--- src/logic/fru_pkg.sv ---
// fru_pkg: opcodes, widths and reset values for the file register unary unit
// assumes: one clock domain, no software-visible registers
package fru_pkg;
  localparam int DATA_W = 8;
  localparam int ADDR_W = 5;
  localparam int NUM_REGS = 32;
  localparam logic [7:0] ZERO_BYTE = 8'h00;
  localparam logic [7:0] ONE_BYTE = 8'h01;
  localparam logic [7:0] ACC_RESET = 8'h00;
  localparam logic [7:0] FILE_RESET = 8'h00;
  localparam logic NULL_FLAG_RESET = 1'b0;
  localparam logic DEST_ACC = 1'b0;
  localparam logic DEST_FILE = 1'b1;

  typedef enum logic [2:0] {
    OP_NONE      = 3'b000,
    OP_CLEAR     = 3'b001,
    OP_COMPL     = 3'b010,
    OP_DEC       = 3'b011,
    OP_INC       = 3'b100,
    OP_DEC_SKIP  = 3'b101,
    OP_INC_SKIP  = 3'b110
  } fru_op_t;

  typedef enum logic [0:0] {
    ST_EXEC = 1'b0,
    ST_NOP  = 1'b1
  } fru_state_t;
endpackage

--- src/logic/fru_alu.sv ---
// fru_alu: combinational result and flag decisions for one unary operation
// assumes: operand already read from the addressed file register
`timescale 1ns/10ps
module fru_alu (
  input  wire fru_pkg::fru_op_t op_in,
  input  wire logic [7:0]       operand_in,
  output logic [7:0]            result_out,
  output logic                  null_out,
  output logic                  flag_upd_out,
  output logic                  skip_out
);
  import fru_pkg::*;

  always_comb begin
    result_out = operand_in;
    flag_upd_out = 1'b0;
    skip_out = 1'b0;
    case (op_in)
      OP_CLEAR: begin
        result_out = ZERO_BYTE;
        flag_upd_out = 1'b1;
      end
      OP_COMPL: begin
        result_out = ~operand_in;
        flag_upd_out = 1'b1;
      end
      OP_DEC: begin
        result_out = operand_in - ONE_BYTE;
        flag_upd_out = 1'b1;
      end
      OP_INC: begin
        result_out = operand_in + ONE_BYTE;
        flag_upd_out = 1'b1;
      end
      OP_DEC_SKIP: begin
        result_out = operand_in - ONE_BYTE;
      end
      OP_INC_SKIP: begin
        result_out = operand_in + ONE_BYTE;
      end
      default: begin
        result_out = operand_in;
      end
    endcase
    null_out = (result_out == ZERO_BYTE);
    // flags untouched on skip variants, only the skip decision uses zero
    skip_out = ((op_in == OP_DEC_SKIP) || (op_in == OP_INC_SKIP)) && null_out;
  end
endmodule

--- src/logic/fru_core.sv ---
// fru_core: executes six single-operand file register instructions
// assumes: one instruction offered per clock on the instruction clock
// Contract
// - clear writes zero to file, sets null flag
// - complement inverts operand, updates only null flag
// - decrement subtracts one, updates only null flag
// - increment adds one, updates only null flag
// - destination bit 0 accumulator, 1 file register, except clear, which always writes the file register
// - decrement-skip keeps flags, skips on zero result
// - increment-skip keeps flags, skips on zero result
// - skip drops prefetched instruction, runs no-operation
`timescale 1ns/10ps
module fru_core (
  input  wire logic             clk_in,
  input  wire logic             rst_in,
  input  wire logic             instr_valid_in,
  input  wire fru_pkg::fru_op_t op_in,
  input  wire logic [4:0]       file_addr_in,
  input  wire logic             dest_in,
  output logic [7:0]            acc_out,
  output logic                  null_flag_out,
  output logic                  busy_out,
  output logic                  discard_out,
  output logic                  done_out,
  output logic [7:0]            file_rd_data_out
);
  import fru_pkg::*;

  typedef struct packed {
    fru_state_t  state;
    logic [7:0]  acc;
    logic        null_flag;
    logic        discard;
    logic        done;
    logic [7:0]  rd_data;
  } fru_ctl_t;

  fru_ctl_t   ctl_reg;
  fru_ctl_t   ctl_next;
  // file array kept outside the struct: 32 bytes, written one entry per cycle
  logic [7:0] file_reg [NUM_REGS];
  logic [7:0] file_wdata;
  logic       file_we;
  logic [7:0] operand;
  logic [7:0] alu_result;
  logic       alu_null;
  logic       alu_flag_upd;
  logic       alu_skip;
  logic       accept;

  assign operand = file_reg[file_addr_in];            // any of 0..31
  assign accept = instr_valid_in && (ctl_reg.state == ST_EXEC);

  fru_alu u_alu (
    .op_in        (op_in),
    .operand_in   (operand),
    .result_out   (alu_result),
    .null_out     (alu_null),
    .flag_upd_out (alu_flag_upd),
    .skip_out     (alu_skip)
  );

  always_comb begin
    ctl_next = ctl_reg;
    ctl_next.discard = 1'b0;
    ctl_next.done = 1'b0;
    ctl_next.rd_data = operand;
    file_we = 1'b0;
    file_wdata = alu_result;
    case (ctl_reg.state)
      ST_EXEC: begin
        if (accept && (op_in != OP_NONE)) begin
          if ((op_in == OP_CLEAR) || (dest_in == DEST_FILE)) begin
            file_we = 1'b1;
          end else begin
            ctl_next.acc = alu_result;
          end
          if (alu_flag_upd) begin
            ctl_next.null_flag = alu_null;
          end
          if (alu_skip) begin
            ctl_next.state = ST_NOP;
            ctl_next.discard = 1'b1;
          end else begin
            ctl_next.done = 1'b1;
          end
        end
      end
      ST_NOP: begin
        // no-operation slot replacing the dropped fetch
        ctl_next.state = ST_EXEC;
        ctl_next.done = 1'b1;
      end
      default: begin
        ctl_next.state = ST_EXEC;
      end
    endcase
  end

  always_ff @(posedge clk_in or posedge rst_in) begin
    if (rst_in) begin
      ctl_reg.state <= ST_EXEC;
      ctl_reg.acc <= ACC_RESET;
      ctl_reg.null_flag <= NULL_FLAG_RESET;
      ctl_reg.discard <= 1'b0;
      ctl_reg.done <= 1'b0;
      ctl_reg.rd_data <= FILE_RESET;
    end else begin
      ctl_reg <= ctl_next;
    end
  end

  genvar gi;
  generate
    for (gi = 0; gi < NUM_REGS; gi++) begin : g_file
      always_ff @(posedge clk_in or posedge rst_in) begin
        if (rst_in) begin
          file_reg[gi] <= FILE_RESET;
        end else if (file_we && (file_addr_in == 5'(gi))) begin
          file_reg[gi] <= file_wdata;
        end
      end
    end
  endgenerate

  assign acc_out = ctl_reg.acc;
  assign null_flag_out = ctl_reg.null_flag;
  assign busy_out = (ctl_reg.state == ST_NOP);
  assign discard_out = ctl_reg.discard;
  assign done_out = ctl_reg.done;
  assign file_rd_data_out = ctl_reg.rd_data;
endmodule

--- config.mk ---
export PLATFORM = sky130hd
export DESIGN_NAME = fru_core
export DESIGN_NICKNAME = d
export VERILOG_FILES = /design/src/logic/fru_pkg.sv /design/src/logic/fru_alu.sv /design/src/logic/fru_core.sv
export SDC_FILE = /design/constraint.sdc
export NUM_CORES = 1
export LEC_CHECK = 0
export ABC_AREA = 1
export BUFFER_PORTS_ARGS = -buffer_cell sky130_fd_sc_hd__buf_2
export CORE_ASPECT_RATIO = 0.9
export CORE_MARGIN = 8
export CORE_UTILIZATION = 57
export DETAILED_ROUTE_END_ITERATION = 12
export PLACE_DENSITY_LB_ADDON = 0.05
export RECOVER_POWER = 100
export SLEW_MARGIN = 20
export SYNTH_ARGS = -nofsm -noshare
export SYNTH_HDL_FRONTEND = slang
export SYNTH_SLANG_ARGS = --single-unit
--- constraint.sdc ---
create_clock -name clk_in -period 9.3 [get_ports clk_in]
set_input_delay 1.86 -clock clk_in [delete_from_list [all_inputs] [get_ports clk_in]]
set_output_delay 1.86 -clock clk_in [all_outputs]
set_load 0.03 [all_outputs]
==> metrics.txt <==
outcome complete, but fails checks; failing checks max-capacitance violations, max-slew violations; WP data required 9.74 ns; FF+latch count, synth 275; GRT overflow 0; met2 usage 40.81%; gp weighted congestion 0.9023; number of I/O pins 32; async set-or-reset flop fraction in the synthesized netlist 100.0%; CTS buffer count 29; Post-synth EDFFs 0; Synthesized Nets 1757; initial core utilization 57.44%; DR iter-0 viols 1345; Startpoint Class primary input; Primary FF master, synth dfrtp_1; via count 11355; DIE AREA 28470 sq um; Syn. warnings 0; Hold Path Class reg2reg; max-slew violations 200; hold buffers post-CTS 0; f_max 130.7 MHz; Routed WL 38670 microns; CTS tree yes; Cell Area, Synth 13290 sq um; post-cts sizing count 0; routed len/inst 19.00 microns; placed cells 1983; Slew HR -189.6%; Setup CP Type in2reg; clock root buffer clkbuf_16; Rows 53; vias in the first global route 10638; PD cells 224.4 nW/um^2; Clock Latency Late Sink 0.55 ns; Clk pin slew, worst setup/hold paths 0.06 ns; GRT Util Overall 27.25%; drt drc 0; first-pass GRT wire length 61120 microns; CTS sink cnt 275; initial antenna violation count 1; WP data arrival 8.09 ns; Tcrit/Tclk final 82.28%; maximum clock path buffer count 3; Max IR drop VDD 0.1783 mV; layout cell share with drive strength beyond 1 4.616%; cells after synthesis 1738; die height 160.9 microns; Worst Reg-to-Reg Cells 23; postcts setup bufs 0; Design Power 0.003192 W; largest net degree at the start of global routing 189; DR vias/cell 5.580; final setup fails 0; post-synthesis sequential area ratio 51.76%; skew final 0.008767 ns; crit path max fanout 34; core footprint 23140 sq um; post-synth cell types 40; Setup TNS Final 0 ns; WHS Path Cells 2; Final Hold Fails 0; max_cap viols 4; DP HPWL 24600 microns; Synth area leaders dfrtp_1 52%, nand2_1 20%, o21ai_0 9.8%, inv_1 3.9%, nor2_1 2.5%; P&R area growth vs syn 7.021%; worst slew pin tran 4.345 ns; GR Util met1 39.48%; post-route ant nets 0; number of port buffers 31; Critical Path End Type register; met3 GRT Util 5.046%; DRT Pass-1 Iters 6; Lkg Pwr 6.973 nW; Finished Layout Cells 2035; post-synth top area share 51.76%; H-tree levels 1; Min Hold Slack 0.4790 ns; Ant. Diodes 0; grt peak-use layer met2; DIE WIDTH 177.0 microns; RSZ-0062 raised after global routing false; nets 1732; max reg flops 256; Synth area leader dfrtp_1; crit path time final 7.652 ns; Post-Syn Area per Cell 7.649 sq um
[Yosys cell counts, types with 10 or more instances]
cell / instances
nand2_1: 707
clkbuf_1: 45
nor3_1: 12
o22ai_1: 19
buf_4: 13
nand3_1: 38
buf_2: 17
o21ai_0: 261
a21oi_1: 21
o21ai_1: 25
nor2_1: 89
buf_1: 10
buf_6: 10
dfrtp_1: 275
inv_1: 137
[routing by layer]
| layer | wire (microns) | vias to the layer above |
|---|---|---|
| met1 | 17360 | 5368 |
| met5 | 13 | - |
| met4 | 1222 | 2 |
| met3 | 2929 | 101 |
| met2 | 17150 | 453 |
| li1 | - | 5431 |
[where the power goes]
group	internal (W)	switching [W]
sequential	0.00141	0.000105
combinational	0.000172	0.000414
clock	0.000625	0.000469
total	0.00220	0.000989
[stage by stage]
stage	utilization (%)	worst slack, ns	area, sq um
after CTS	61.61	3.006	14260
after global placement	57.82	2.458	13380
after global routing	61.47	1.241	14230
after detailed placement	57.82	2.444	13380
after floorplan	-	3.803	13300
final	61.47	1.648	14230
[layout by cell type (no fill, tap or decap), types with 2 or more instances in the layout]
cell         n
inv_1      137
inv_2        3
o21ai_0    278
clkbuf_16   29
nor2_2       5
nand4_1      9
nand3_1     38
nor3_1      12
buf_4        6
dfrtp_1    275
nor2_4       4
a22oi_1      8
clkbuf_1    35
buf_2       10
inv_6        2
clkinv_2     6
nand2_2      2
and3_1       2
o21ai_1      9
o22ai_1     19
nand2_1    706
ha_1         6
a21oi_1     21
nor2_1      90
clkbuf_8     3
[cell families (layout without fill, tap and decap cells)]
kind of cell | after synthesis | count (layout) | synth area share (%)
flops | 275 | 275 | 51.76
compound gates | 341 | 341 | 13.34
simple gates | 874 | 874 | 26.02
xor+xnor | 1 | 1 | 0.06589
buf+inv | 240 | 235 | 8.094
fa+ha+maj | 7 | 7 | 0.7153
[critical path, cell delays in order]
cell      delay [ns]
clkbuf_1        1.15
nand2_4         0.44
inv_1           1.16
nand2_1         0.10
nand3_1         0.13
nand2_1         0.05
nand3_1         0.20
nor2_1          0.08
nor2_1          0.28
inv_1           0.11
fa_1            0.48
or3_1           0.39
nand3_1         0.09
nand2_1         0.05
nand3_1         0.07
nand2_1         0.09
nor2_4          0.67
nand2_1         0.10
nor2_1          0.13
nand2_1         0.07
nor2_2          0.11
nand3_1         0.12
nand2_1         0.10
nand2_1         0.05
[cell type report]
class,instances,area [sq um]
Clock inverter,8,68.82
Inverter,143,545.5
Multi-Input combinational cell,1223,5333
Clock buffer,43,808.3
Sequential cell,275,6882
Tap cell,302,377.9
Fill cell,2081,8916
Timing Repair Buffer,41,212.7
[final timing paths]
path / end / start / slack, ns
hold / removal: acc_out[5] / acc_out[5] / 0.48
setup / recovery: done_out / file_addr_in[1] / 1.65
setup reg to reg: done_out / file_reg[9] / 5.25
max in group asynchronous: file_reg[203] / rst_in / 3.67
hold reg to reg: acc_out[5] / acc_out[5] / 0.48
min in group asynchronous: file_reg[210] / rst_in / 1.23
Power figures use the tool's default switching activity.
